`config.mk`:
```
export PLATFORM = sky130hd
export DESIGN_NAME = clc_cell
export DESIGN_NICKNAME = d
export VERILOG_FILES = /design/src/rtl/clc_gate.v /design/src/rtl/clc_cell.v
export VERILOG_INCLUDE_DIRS = /design/src /design/src/shared
export SDC_FILE = /design/constraint.sdc
export NUM_CORES = 1
export LEC_CHECK = 0
export BUFFER_PORTS_ARGS = -buffer_cell sky130_fd_sc_hd__buf_2
export CORE_AREA = 2 2 72 74
export DETAILED_ROUTE_END_ITERATION = 12
export DIE_AREA = 0 0 74 76
export HOLD_SLACK_MARGIN = 0.02
export PLACE_DENSITY = 0.84
export SLEW_MARGIN = 15
export SYNTH_ARGS = -nofsm -noshare
export SYNTH_HDL_FRONTEND = slang
export SYNTH_HIERARCHICAL = 1
export SYNTH_SLANG_ARGS = --single-unit
```
`constraint.sdc`:
```
create_clock -name clk -period 3.4 [get_ports clk]
set_clock_uncertainty 0.1 [all_clocks]
set_input_delay 0.51 -clock clk [delete_from_list [all_inputs] [get_ports clk]]
set_output_delay 0.51 -clock clk [all_outputs]
set_load 0.02 [all_outputs]
```
`src/shared/clc_map.vh`:
```
// Purpose: register map, field positions, reset values and mode codes of the configurable logic cell
// Assumes: 16-bit registers reached by word index over a plain strobe port
// Notes:   included by the cell top, the property module and the bench; the gate module and the source model do not include it
//
// How it works
// [RL1] mode 000: AND-OR of the four gates
// [RL2] mode 001: OR-XOR of the four gates
// [RL3] mode 010: AND of all four gates
// [RL4] mode 011: set-reset latch from gates
// [RL5] mode 100: D flip-flop with set and reset
// [RL6] mode 101: two-input D flip-flop with reset
// [RL7] mode 110: JK flip-flop with reset
// [RL8] mode 111: transparent latch with set, reset
// [RL9] polarity bit 1 inverts its gate output
// [RL10] polarity bit 0 passes gate, reset value
// [RL11] control high bits 15-4 read zero
// [RL12] gate two true enables, odd high bits
// [RL13] gate two negated enables, even high bits
// [RL14] gate one true enables, bits 7, 5, 3, 1
// [RL15] gate one negated enables, bits 6, 4, 2, 0
// [RL16] gate ORs enabled forms, none gives zero
`ifndef CLC_MAP_VH
`define CLC_MAP_VH

// ----------------------------------------------------------------
// bus geometry
// ----------------------------------------------------------------
`define CLC_ADDR_W 4
`define CLC_DATA_W 16

// ----------------------------------------------------------------
// register indices
// ----------------------------------------------------------------
`define CLC_IDX_CTRL_LO 4'h0
`define CLC_IDX_CTRL_HI 4'h1
`define CLC_IDX_SEL_LO  4'h2
`define CLC_IDX_SEL_HI  4'h3

// ----------------------------------------------------------------
// reset values
// ----------------------------------------------------------------
`define CLC_RST_CTRL_LO 16'h0000
`define CLC_RST_CTRL_HI 4'h0
`define CLC_RST_SEL_LO  16'h0000
`define CLC_RST_SEL_HI  16'h0000

// ----------------------------------------------------------------
// control low fields
// ----------------------------------------------------------------
`define CLC_CL_ENABLE   15
`define CLC_CL_GATES_HI 11
`define CLC_CL_GATES_LO 8
`define CLC_CL_OUT      5
`define CLC_CL_MODE_HI  2
`define CLC_CL_MODE_LO  0
`define CLC_CL_WR_MASK  16'h8007

// ----------------------------------------------------------------
// cell modes
// ----------------------------------------------------------------
`define CLC_MODE_AND_OR  3'h0
`define CLC_MODE_OR_XOR  3'h1
`define CLC_MODE_AND4    3'h2
`define CLC_MODE_SR      3'h3
`define CLC_MODE_DFF_SR  3'h4
`define CLC_MODE_DFF2_R  3'h5
`define CLC_MODE_JK_R    3'h6
`define CLC_MODE_LATCH   3'h7

`endif

```
`src/rtl/clc_gate.v`:
```
// Purpose: one input gate of the logic cell
// Assumes: data sources already synchronous to the system clock
// Notes:   purely combinational; the cell registers the result
`timescale 1ns/1ps

module clc_gate
(
  input  wire [3:0] src,
  input  wire [3:0] true_en,
  input  wire [3:0] neg_en,
  input  wire       invert,
  output wire       gate_out
);

  // ----------------------------------------------------------------
  // or of enabled forms
  // ----------------------------------------------------------------
  wire [3:0] true_terms;
  wire [3:0] neg_terms;
  wire       raw_or;

  assign true_terms = src & true_en;
  assign neg_terms  = (~src) & neg_en;
  // nothing enabled leaves every term low, so the gate reads zero
  assign raw_or     = |{true_terms, neg_terms};  // [RL16]

  // ----------------------------------------------------------------
  // polarity
  // ----------------------------------------------------------------
  assign gate_out = invert ? ~raw_or : raw_or;  // [RL9] [RL10]

endmodule // clc_gate

```
`src/rtl/clc_cell.v`:
```
// Purpose: configurable logic cell with four input gates and eight cell functions
// Assumes: single clock; data sources synchronous; register port never stalls
// Notes:   every cell function, latches included, is evaluated on the system clock
`timescale 1ns/1ps
`include "clc_map.vh"

module clc_cell
(
  input  wire                   clk,
  input  wire                   arst_n,
  input  wire [`CLC_ADDR_W-1:0] reg_addr,
  input  wire [`CLC_DATA_W-1:0] reg_wdata,
  input  wire                   reg_wr,
  input  wire                   reg_rd,
  output reg  [`CLC_DATA_W-1:0] reg_rdata,
  input  wire [3:0]             data_src,
  output reg                    cell_out
);

  // ----------------------------------------------------------------
  // select field helpers
  // ----------------------------------------------------------------
  // each gate owns one byte: true enable above negated, source 4 on top
  function [3:0] true_en_of;
    input [7:0] sel_byte;
    begin
      true_en_of = {sel_byte[7], sel_byte[5], sel_byte[3], sel_byte[1]};
    end
  endfunction

  function [3:0] neg_en_of;
    input [7:0] sel_byte;
    begin
      neg_en_of = {sel_byte[6], sel_byte[4], sel_byte[2], sel_byte[0]};
    end
  endfunction

  // ----------------------------------------------------------------
  // registers
  // ----------------------------------------------------------------
  reg  [`CLC_DATA_W-1:0] cell_control_low;
  reg  [3:0]             cell_control_high;
  reg  [`CLC_DATA_W-1:0] gate_input_select_low;
  reg  [`CLC_DATA_W-1:0] gate_input_select_high;
  reg  [`CLC_DATA_W-1:0] next_rdata;

  wire [2:0] mode;
  wire       cell_enable;
  wire       gate_one_invert;
  wire       gate_two_invert;
  wire       gate_three_invert;
  wire       gate_four_invert;

  assign mode              = cell_control_low[`CLC_CL_MODE_HI:`CLC_CL_MODE_LO];
  assign cell_enable       = cell_control_low[`CLC_CL_ENABLE];
  assign gate_one_invert   = cell_control_high[0];
  assign gate_two_invert   = cell_control_high[1];
  assign gate_three_invert = cell_control_high[2];
  assign gate_four_invert  = cell_control_high[3];

  // ----------------------------------------------------------------
  // mode decode
  // ----------------------------------------------------------------
  // combinational modes keep no state, so a later switch to a
  // sequential mode always starts from a cleared cell
  function mode_is_comb;
    input [2:0] mode_code;
    begin
      mode_is_comb = (mode_code == `CLC_MODE_AND_OR) |
                     (mode_code == `CLC_MODE_OR_XOR) |
                     (mode_code == `CLC_MODE_AND4);
    end
  endfunction

  wire comb_mode;

  assign comb_mode = mode_is_comb(mode);

  // ----------------------------------------------------------------
  // register writes
  // ----------------------------------------------------------------
  always @(posedge clk or negedge arst_n)
  begin
    if (!arst_n)
    begin
      cell_control_low       <= `CLC_RST_CTRL_LO;
      cell_control_high      <= `CLC_RST_CTRL_HI;  // [RL10]
      gate_input_select_low  <= `CLC_RST_SEL_LO;
      gate_input_select_high <= `CLC_RST_SEL_HI;
    end
    else if (reg_wr)
    begin
      case (reg_addr)
        `CLC_IDX_CTRL_LO:
          // status bits are not writable; only enable and mode store
          cell_control_low <= reg_wdata & `CLC_CL_WR_MASK;
        `CLC_IDX_CTRL_HI:
          cell_control_high <= reg_wdata[3:0];  // [RL9]
        `CLC_IDX_SEL_LO:
          gate_input_select_low <= reg_wdata;  // [RL12] [RL13] [RL14] [RL15]
        `CLC_IDX_SEL_HI:
          gate_input_select_high <= reg_wdata;
        default:
          ;
      endcase
    end
  end

  // ----------------------------------------------------------------
  // gates
  // ----------------------------------------------------------------
  wire [3:0] gate;

  clc_gate u_gate_one
  (
    .src      (data_src),
    .true_en  (true_en_of(gate_input_select_low[7:0])),  // [RL14]
    .neg_en   (neg_en_of(gate_input_select_low[7:0])),   // [RL15]
    .invert   (gate_one_invert),
    .gate_out (gate[0])
  );

  clc_gate u_gate_two
  (
    .src      (data_src),
    .true_en  (true_en_of(gate_input_select_low[15:8])),  // [RL12]
    .neg_en   (neg_en_of(gate_input_select_low[15:8])),   // [RL13]
    .invert   (gate_two_invert),
    .gate_out (gate[1])
  );

  clc_gate u_gate_three
  (
    .src      (data_src),
    .true_en  (true_en_of(gate_input_select_high[7:0])),
    .neg_en   (neg_en_of(gate_input_select_high[7:0])),
    .invert   (gate_three_invert),
    .gate_out (gate[2])
  );

  clc_gate u_gate_four
  (
    .src      (data_src),
    .true_en  (true_en_of(gate_input_select_high[15:8])),
    .neg_en   (neg_en_of(gate_input_select_high[15:8])),
    .invert   (gate_four_invert),
    .gate_out (gate[3])
  );

  // ----------------------------------------------------------------
  // gate roles in the sequential modes
  // ----------------------------------------------------------------
  // gate 1 is the clock, latch enable or set, gate 2 data or J or set,
  // gate 3 reset, gate 4 set, reset, second data or K
  wire g1;
  wire g2;
  wire g3;
  wire g4;

  assign g1 = gate[0];
  assign g2 = gate[1];
  assign g3 = gate[2];
  assign g4 = gate[3];

  reg  g1_prev;
  wire g1_rise;

  always @(posedge clk or negedge arst_n)
  begin
    if (!arst_n)
    begin
      g1_prev <= 1'b0;
    end
    else
    begin
      g1_prev <= g1;
    end
  end

  // the gated clock is sampled, so it must stay at each level a full cycle
  assign g1_rise = g1 & ~g1_prev;

  // ----------------------------------------------------------------
  // combinational functions
  // ----------------------------------------------------------------
  wire and_or_val;
  wire or_xor_val;
  wire and4_val;

  assign and_or_val = (g1 & g2) | (g3 & g4);  // [RL1]
  assign or_xor_val = (g1 | g2) ^ (g3 | g4);  // [RL2]
  assign and4_val   = g1 & g2 & g3 & g4;      // [RL3]

  // ----------------------------------------------------------------
  // sequential functions
  // ----------------------------------------------------------------
  reg  cell_state;
  reg  next_state;
  wire sr_set;
  wire sr_reset;
  wire dff2_data;

  assign sr_set    = g1 | g2;
  assign sr_reset  = g3 | g4;
  assign dff2_data = g2 & g4;

  always @*
  begin
    next_state = cell_state;
    case (mode)
      `CLC_MODE_SR:
      begin
        // set dominates when both sides assert together
        if (sr_set)
          next_state = 1'b1;  // [RL4]
        else if (sr_reset)
          next_state = 1'b0;  // [RL4]
      end
      `CLC_MODE_DFF_SR:
      begin
        if (g3)
          next_state = 1'b0;  // [RL5]
        else if (g4)
          next_state = 1'b1;  // [RL5]
        else if (g1_rise)
          next_state = g2;  // [RL5]
      end
      `CLC_MODE_DFF2_R:
      begin
        if (g3)
          next_state = 1'b0;  // [RL6]
        else if (g1_rise)
          next_state = dff2_data;  // [RL6]
      end
      `CLC_MODE_JK_R:
      begin
        if (g3)
          next_state = 1'b0;  // [RL7]
        else if (g1_rise)
        begin
          case ({g2, g4})
            2'h1:    next_state = 1'b0;
            2'h2:    next_state = 1'b1;
            2'h3:    next_state = ~cell_state;
            default: next_state = cell_state;
          endcase  // [RL7]
        end
      end
      `CLC_MODE_LATCH:
      begin
        if (g3)
          next_state = 1'b0;  // [RL8]
        else if (g4)
          next_state = 1'b1;  // [RL8]
        else if (g1)
          next_state = g2;  // [RL8]
      end
      default:
        next_state = 1'b0;
    endcase
    if (!cell_enable || comb_mode)
      next_state = 1'b0;
  end

  always @(posedge clk or negedge arst_n)
  begin
    if (!arst_n)
    begin
      cell_state <= 1'b0;
    end
    else
    begin
      cell_state <= next_state;
    end
  end

  // ----------------------------------------------------------------
  // cell output
  // ----------------------------------------------------------------
  reg next_out;

  always @*
  begin
    case (mode)
      `CLC_MODE_AND_OR: next_out = and_or_val;  // [RL1]
      `CLC_MODE_OR_XOR: next_out = or_xor_val;  // [RL2]
      `CLC_MODE_AND4:   next_out = and4_val;    // [RL3]
      default:          next_out = next_state;
    endcase
    // a disabled cell drives low rather than a stale value
    if (!cell_enable)
      next_out = 1'b0;
  end

  always @(posedge clk or negedge arst_n)
  begin
    if (!arst_n)
    begin
      cell_out <= 1'b0;
    end
    else
    begin
      cell_out <= next_out;
    end
  end

  // ----------------------------------------------------------------
  // register reads
  // ----------------------------------------------------------------
  always @*
  begin
    next_rdata = {`CLC_DATA_W{1'b0}};
    case (reg_addr)
      `CLC_IDX_CTRL_LO:
      begin
        next_rdata = cell_control_low;
        next_rdata[`CLC_CL_GATES_HI:`CLC_CL_GATES_LO] = gate;
        next_rdata[`CLC_CL_OUT] = cell_out;
      end
      `CLC_IDX_CTRL_HI:
        next_rdata = {12'h000, cell_control_high};  // [RL11]
      `CLC_IDX_SEL_LO:
        next_rdata = gate_input_select_low;
      `CLC_IDX_SEL_HI:
        next_rdata = gate_input_select_high;
      default:
        next_rdata = {`CLC_DATA_W{1'b0}};
    endcase
  end

  // read data stands only in the cycle after the strobe
  always @(posedge clk or negedge arst_n)
  begin
    if (!arst_n)
    begin
      reg_rdata <= {`CLC_DATA_W{1'b0}};
    end
    else if (reg_rd)
    begin
      reg_rdata <= next_rdata;
    end
    else
    begin
      reg_rdata <= {`CLC_DATA_W{1'b0}};
    end
  end

endmodule // clc_cell

```
# Yosys cells after proc, flatten, opt, wreduce, memory -nomap -nowiden
# Cells that the tools add are included.
[classes]
eq_ne = 13
div_mod_pow = 0
mux = 23
shifts = 0
add_sub_neg = 0
order_cmp = 0
mul = 0
reduce_logical = 12
bitwise = 27
[ops]
columns = ["op", "n"]
rows = [
  ["$pmux 16 s4", 1],
  ["$and 4x4->4", 8],
  ["$reduce_or 8->1", 4],
  ["$mux 1", 18],
  ["$mux 16", 1],
  ["$eq 3x3->1 const B", 4],
  ["$eq 4x2->1 const B", 2],
  ["$reduce_and 2->1", 4],
  ["$and 1x1->1", 6],
  ["$eq 3x2->1 const B", 2],
  ["$not 1->1", 6],
  ["$pmux 1 s3", 2],
  ["$or 1x1->1", 5],
  ["$pmux 1 s5", 1],
  ["$eq 2x2->1 const B", 2],
  ["$eq 4x1->1 const B", 1],
  ["$logic_not 4->1", 1],
  ["$not 4->4", 1],
  ["$eq 3x1->1 const B", 1],
  ["$logic_not 3->1", 1],
  ["$eq 2x1->1 const B", 1],
  ["$logic_not 1->1", 1],
  ["$logic_or 1x1->1", 1],
  ["$xor 1x1->1", 1],
]
[word_totals]
n_memories = 0
in_bits = 28
ram_bits = 0
ff_bits = 59
rom_bits = 0
word_cells = 83
latchBits = 0

# Longest topological paths before layout
# Gate-level depths: netlist of the first run.
[logic_depth]
ltp_word = 13
mapped_depth = 8
ltp_nobuf = 8

# Hierarchy
# Netlist of the first run, hierarchy kept.
[modules_own_cells]
columns = ["module", "cells_each", "seq_area_each_um2", "instances", "area_each_um2"]
rows = [
  ["clc_cell", 203, 1476.4, 1, 2628.8],
  ["clc_gate", 7, 0.0, 4, 66.3],
]

# Worst setup path after synthesis of the first run
# No wires, ideal clock.
[synth_timing]
path_kind = "input -> register"
from = "input data_src[0]"
to = "register cell_out"
path_stages = 8
setup_slack_ps = 981
arrival_ps = 2219
n_path_buf = 0
setup_time_ps = 99
path_cell_list = "mux2i_1 -> nand2_1 -> a2111oi_2 -> xnor2_1 -> and2_1 -> a222oi_1 -> o32a_1 -> a311oi_1"
[synth_via]
elab_chain_cells = 13
[synth_rtl]
columns = ["element", "line", "rtl"]
rows = [
  ["from (decl)", "clc_cell.v:16", "input wire [3:0] data_src,"],
  ["$not 4->4", "clc_gate.v:23", "assign neg_terms = (~src) & neg_en;"],
  ["$and 4x4->4", "clc_gate.v:23", ""],
  ["$reduce_or 8->1 (*)", "clc_gate.v:25", "assign raw_or = |{true_terms, neg_terms};"],
  ["$not 1->1", "clc_gate.v:30", "assign gate_out = invert ? ~raw_or : raw_or;"],
  ["$mux 1 (*)", "clc_gate.v:30", ""],
  ["named net g1", "clc_cell.v:155", "wire g1;"],
  ["$and 1x1->1", "clc_cell.v:181", "assign g1_rise = g1 & ~g1_prev;"],
  ["$mux 1", "clc_cell.v:225", "else if (g1_rise)"],
  ["$mux 1", "clc_cell.v:223", "else if (g4)"],
  ["$mux 1", "clc_cell.v:221", "if (g3)"],
  ["$pmux 1 s5", "clc_cell.v:210", "case (mode)"],
  ["$mux 1", "clc_cell.v:261", "if (!cell_enable || comb_mode)"],
  ["$pmux 1 s3 (*)", "clc_cell.v:284", "case (mode)"],
  ["$mux 1 (*)", "clc_cell.v:291", "if (!cell_enable)"],
  ["named net next_out", "clc_cell.v:280", "reg next_out;"],
  ["to (signal assigned)", "clc_cell.v:303", "cell_out <= next_out;"],
  ["to (decl)", "clc_cell.v:17", "output reg cell_out"],
]
# Mark *: on every way through the listed nets, which the timed path passes. The rest lies on a longest branch.
# A chain may end at the register's enable or synchronous reset.

# Worst setup path after layout of the first run
[layout_timing]
from = "register gate_input_select_low[0]"
to = "register cell_state"
[layout_via]
elab_chain_cells = 10
[layout_rtl]
columns = ["element", "line", "rtl"]
rows = [
  ["from (decl)", "clc_cell.v:43", "reg [`CLC_DATA_W-1:0] gate_input_select_low;"],
  ["from (signal assigned)", "clc_cell.v:88", "gate_input_select_low <= `CLC_RST_SEL_LO;"],
  ["from (signal assigned)", "clc_cell.v:100", "gate_input_select_low <= reg_wdata;"],
  ["$and 4x4->4 (*)", "clc_gate.v:23", ""],
  ["$reduce_or 8->1 (*)", "clc_gate.v:25", ""],
  ["$not 1->1", "clc_gate.v:30", ""],
  ["$mux 1 (*)", "clc_gate.v:30", ""],
  ["named net g1", "clc_cell.v:155", ""],
  ["$and 1x1->1", "clc_cell.v:181", ""],
  ["$mux 1", "clc_cell.v:225", ""],
  ["$mux 1", "clc_cell.v:223", ""],
  ["$mux 1", "clc_cell.v:221", ""],
  ["$pmux 1 s5 (*)", "clc_cell.v:210", ""],
  ["$mux 1 (*)", "clc_cell.v:261", ""],
  ["named net next_state", "clc_cell.v:198", "reg next_state;"],
  ["to (signal assigned)", "clc_cell.v:273", "cell_state <= next_state;"],
  ["to (decl)", "clc_cell.v:197", "reg cell_state;"],
]
# Marks and branches as above.

==> results of run 1 <==
## per-layer routing
metal | up-vias | part of all wire | routed length [um] | global-route usage
met4 | 0 | 0.012 | 68 | 0.0873
met2 | 64 | 0.49 | 2800 | 0.342
met3 | 7 | 0.051 | 288 | 0.0701
met5 | - | 0 | 0 | 0
li1 | 948 | - | - | -
met1 | 987 | 0.45 | 2540 | 0.301
## path summary, 6_finish.rpt
check	cells after the start	slack, ns	end	startpoint
max reg2reg	8	0.88	cell_state	gate_input_select_low[0]
min in group clk	2	0.32	gate_input_select_low[12]	reg_wdata[12]
max	8	0.88	cell_state	gate_input_select_low[0]
min	1	0.10	reg_rdata[8]	arst_n
min reg2reg	1	0.43	gate_input_select_high[14]	gate_input_select_high[14]
max in group asynchronous	2	2.51	cell_control_low[0]	arst_n
## kinds of logic (layout without fill, tap and decap cells)
group                  count (synthesis)  in the layout  synth area share
AO/OA/AOI/OAI                         34             34            0.0973
XOR/XNOR                               4              4            0.0121
buffers and inverters                 12             61            0.0246
flip-flops                            59             59             0.510
multiplexers                          66             66             0.248
AND/OR/NAND/NOR                       56             56             0.108
## critical path, cell delays in order (launching register included)
cell       delay [ns]
dfrtp_1          0.40
mux2i_1          0.14
nand2_1          0.08
a2111oi_2        0.40
xnor2_1          0.34
and2_1           0.21
a222oi_1         0.08
o32a_1           0.38
a211oi_1         0.28
## power by group through the flow
stage          combinational, mW  clock (mW)  sequential [mW]
2_1_floorplan              0.388           0            0.934
3_3_place_gp               0.485           0            0.963
3_5_place_dp               0.500           0            0.969
4_1_cts                    0.502       0.536            0.958
5_1_grt                    0.557       0.565            0.977
6_report                   0.499       0.522            0.959
## state kept, by name (all words and copies together), names as in the netlist
signal / flops
gate_input_select_high: 16
gate_input_select_low: 16
reg_rdata: 16
cell_control_high: 4
cell_control_low: 4
cell_out: 1
cell_state: 1
g1_prev: 1
## stage by stage
stage	instance area, um2	instances	setup WS, ns
after detailed placement	3160	338	0.548
final	3320	350	0.883
after global routing	3320	350	0.725
after floorplan	2890	231	0.981
after CTS	3320	350	0.881
after global placement	3160	338	0.651
## synthesized netlist by cell type, drive strengths merged
master / n / area (um2)
nand2: 9 / 36.3
a211oi: 1 / 7.51
and2: 1 / 6.26
dfrtp: 59 / 1480
and2b: 4 / 30.0
a222oi: 1 / 10.0
o21ai: 3 / 15.0
o32a: 1 / 10.0
o2bb2ai: 1 / 8.76
a21oi: 2 / 10.0
nor2b: 2 / 12.5
buf: 10 / 63.8
nand2b: 4 / 25.0
nand4b: 1 / 8.76
mux2: 46 / 518
nand4bb: 1 / 11.3
o21bai: 1 / 7.51
xnor2: 4 / 35.0
a2111oi: 4 / 60.1
nor2: 25 / 96.4
nand3b: 2 / 15.0
nor3: 1 / 10.0
nand4: 1 / 21.3
inv: 2 / 7.51
nand3: 4 / 20.0
a31oi: 6 / 37.5
a21boi: 2 / 15.0
o211ai: 2 / 15.0
a21o: 2 / 15.0
a221oi: 4 / 35.0
a311oi: 4 / 35.0
nor3b: 1 / 18.8
mux2i: 20 / 200
## layout make-up
type	count	share of cell area
clock buffers	12	0.0468
flip-flops and latches	59	0.445
repair buffers	47	0.0739
inverters	2	0.00226
well taps	70	0.0264
multi-input cells	160	0.406
==> impl_metrics.ini, run 1 <==
[setup_path]
path_max_fanout = 9
crit_path_end_kind = register
startpoint_type = register
crit_type = reg2reg
worstPathRequired_ns = 3.52
cp.arrival_ns = 2.64

[routing]
drtPass1Iterations = 4
drt_iter0_drc = 104
wire_per_inst_um = 16.3
drc = 0
wl_mm = 5.70
routed_via_density = 5.73
drtAntennaViolNets = 0
dr_total_vias = 2006

[power_and_ir_drop]
combPwrFrac = 0.252
switching_share = 0.303
ir_worst_vdd_uv = 301
p_per_area_nw_per_um2 = 597
clock_power_share = 0.264
p_leak_nw = 1.56
p_int_mw = 1.38
p_switching_uw = 601
seq_power_share = 0.484
power_mw = 1.98

[timing]
slew_headroom = 0.549
finalSetupViolCount = 0
whs_ns = 0.104
finalHoldViolCount = 0
worst_pin_slew_ns = 0.677
max_freq_mhz = 397
rsz0062_at_grt = false
fin_setup_tns_ns = 0
drv_slew = 0
post-route-period-util = 0.740
layout_min_cycle_time_ns = 2.52

[clocking]
root_buffer = clkbuf_8
cts_tree = done
cts_buffers = 9
cts.clk_slew.worst_paths_ns = 0.06
insertion_delay_ns = 0.33
hold_buffers = 0
ctsHtreeMaxLevel = 3
cts_resized = 0
clkSinkCount = 59
postCtsSetupRepairBufs = 0
clock_path_buffers = 2

[placed_design]
hpwl_mm = 4.06
gp_congestion = 0.803
io_buffer_count = 44

[final_layout]
final_core_util = 0.675
area_delta_synth_final_pct = 14.7
num_antenna_cells = 0
final_common_cell = dfrtp_1
most-common-layout-cells = dfrtp_1, mux2_2, buf_2
layout.nets = 307
ff_latch_area_um2 = 1480
fillCellCount = 382
drive_gt1_frac = 0.400
multi_input_area_um2 = 1350

[floorplanning]
dieArea_um2 = 5620
die_y_um = 76
num_io_pins = 45
die_x_um = 74
num_rows = 26
initial_core_util = 0.589
coreArea_um2 = 4910

[global_route]
overflow = 0
grt_pass1_vias = 1966
grt_first_pass_wirelength_mm = 9.43
grt_usage = 0.226
grt_max_degree = 53
antenna_found_initial = 0

[synthesis]
synth_warnings = 6
syn_nets = 259
ys_ff_latch = 59
syn_area_um2 = 2890
syn_area_per_cell_um2 = 12.5
synth_cell_types = 40
seq_area_frac_synth = 0.510
postSynthCellCount = 231

[status]
status = completed

[run]
drv_cap = 0

[worst_hold_path]
hold_class = in2async
Power figures use the tool's default switching activity.
==> run 2: changes to the inputs <==
--- a/config.mk
+++ b/config.mk
@@ -7,11 +7,11 @@
 export NUM_CORES = 1
 export LEC_CHECK = 0
 export BUFFER_PORTS_ARGS = -buffer_cell sky130_fd_sc_hd__buf_2
-export CORE_AREA = 2 2 72 74
+export CORE_AREA = 2 2 75 77
 export DETAILED_ROUTE_END_ITERATION = 12
-export DIE_AREA = 0 0 74 76
+export DIE_AREA = 0 0 77 79
 export HOLD_SLACK_MARGIN = 0.02
-export PLACE_DENSITY = 0.84
+export PLACE_DENSITY = 0.78
 export SLEW_MARGIN = 15
 export SYNTH_ARGS = -nofsm -noshare
 export SYNTH_HDL_FRONTEND = slang
==> constraint.sdc (replaced) <==
create_clock -name clk -period 2.4 [get_ports clk]
set_clock_uncertainty 0.1 [all_clocks]
set_input_delay 0.36 -clock clk [delete_from_list [all_inputs] [get_ports clk]]
set_output_delay 0.36 -clock clk [all_outputs]
set_load 0.02 [all_outputs]
==> run 2 against run 1 <==
  * Critical path type unchanged
  * First-iteration DRC count up 120%
  * Worst setup slack worse by 0.76 ns
  * Largest power group unchanged
  * Global-route usage down 1.0 points
==> impl_metrics.ini, run 2 (synthesized netlist as in run 1, its figures left out) <==
[status]
status = completed

[timing]
fin_ws_ns = 0.123
finalSetupViolCount = 0
finalHoldViolCount = 0
whs_ns = 0.161
post-route-period-util = 0.949
slew_headroom = 0.707
layout_min_cycle_time_ns = 2.28
max_freq_mhz = 439
rsz0062_at_grt = false
worst_pin_slew_ns = 0.440
drv_slew = 0

[floorplanning]
die_y_um = 79
num_rows = 27
initial_core_util = 0.542
num_io_pins = 45
die_x_um = 77
coreArea_um2 = 5340
dieArea_um2 = 6080

[setup_path]
r2r_start = gate_input_select_high[8]
worstReg2RegEnd = cell_out
startpoint_type = register
path_max_fanout = 6
worstPathRequired_ns = 2.55
cp.arrival_ns = 2.42
r2r_slack_ns = 0.12
crit_type = reg2reg
rr_worst_depth = 8
startpoint = gate_input_select_high[8]
crit_path_end_kind = register

[clocking]
root_buffer = clkbuf_8
cts.clk_slew.worst_paths_ns = 0.06
clkSinkCount = 59
clock_path_buffers = 2
ctsHtreeMaxLevel = 3
cts_buffers = 9
cts_tree = done
insertion_delay_ns = 0.34
postCtsSetupRepairBufs = 0

[final_layout]
layout.nets = 321
num_antenna_cells = 0
drive_gt1_frac = 0.453
stdcell_area_um2 = 3520
top_regs = gate_input_select_high x16, gate_input_select_low x16, reg_rdata x16
final_common_cell = dfrtp_1
area_delta_synth_final_pct = 21.5
most-common-layout-cells = dfrtp_1, mux2_2, buf_2

[routing]
drc = 0
drt_iter0_drc = 224
wire_per_inst_um = 16.3
routed_via_density = 5.68
wl_mm = 6.01
drtAntennaViolNets = 0
dr_total_vias = 2091
drtPass1Iterations = 5

[run]
drv_cap = 0

[global_route]
grt_first_pass_wirelength_mm = 9.80
grt_max_degree = 28
grt_usage = 0.216
antenna_found_initial = 0
overflow = 0
grt_pass1_vias = 2069

[placed_design]
hpwl_mm = 4.35
gp_congestion = 0.828
pre_cts_ws_ns = -0.149
io_buffer_count = 44
dpl_cell_area_um2 = 3260

[power_and_ir_drop]
ir_worst_vdd_uv = 490
p_per_area_nw_per_um2 = 851
p_leak_nw = 1.66
power_mw = 2.99

[worst_hold_path]
hold_depth = 2
hp-start = reg_wdata[6]
worstHoldEndpoint = gate_input_select_high[6]
hold_class = in2reg
-- run 2: cell types whose count changed in the layout (fill, tap and decap cells not counted), moves of 3 or more --
cell | previous run | this run
a2111oi_2 | 4 | 1
a2111oi_4 | 0 | 3
buf_4 | 4 | 16
clkinv_2 | 0 | 3
xnor2_1 | 4 | 0
xnor2_2 | 0 | 4
-- run 2: routing by layer --
metal | global-route usage | vias up | wire length [um]
li1 | - | 975 | -
met1 | 0.273 | 1045 | 2660
met2 | 0.339 | 60 | 2950
met3 | 0.0614 | 11 | 311
met4 | 0.113 | 0 | 95
met5 | 0 | - | 0
-- run 2: layout make-up --
type	count	area [um2]
clock inverters	3	15.0
clock buffers	11	151
repair buffers	61	350
fillers	409	1820
flip-flops and latches	59	1480
multi-input cells	160	1430
well taps	72	90.1
inverters	2	7.51
-- run 2: worst max path at each step --
stage / slack [ns] / cells after the start / to
floorplan: 0.13 / 8 / cell_out
global placement: -0.06 / 9 / cell_out
detailed placement: -0.15 / 9 / cell_out
CTS: 0.06 / 8 / cell_out
global route: 0.003 / 8 / cell_out
finish: 0.12 / 8 / cell_out
-- run 2: power breakdown --
group / switching [mW] / total (mW) / internal, mW
logic: 0.383 / 0.856 / 0.472
clock network: 0.356 / 0.769 / 0.413
registers: 0.188 / 1.37 / 1.18
-- run 2: through the flow --
stage	util	std cells	TNS, ns
after floorplan	-	231	0
after global placement	0.611	353	-0.0841
after detailed placement	0.611	353	-0.238
after CTS	0.644	368	0
after global routing	0.659	368	0
final	0.659	368	0
-- run 2: critical path: stages (launching register included) --
cell and delay, ns:
dfrtp_1 0.40, mux2i_1 0.15, nand2_1 0.09, a2111oi_2 0.43, xnor2_2 0.17, o21ai_1 0.15
a222oi_1 0.10, o32a_1 0.34, a311oi_1 0.25
-- run 2: timing repair --
action                                 4_1_cts  5_1_grt
setup endpoints to repair                    0        2
resized for setup                            0       10
endpoints found under the hold margin       18        0
hold buffers                                 1        0
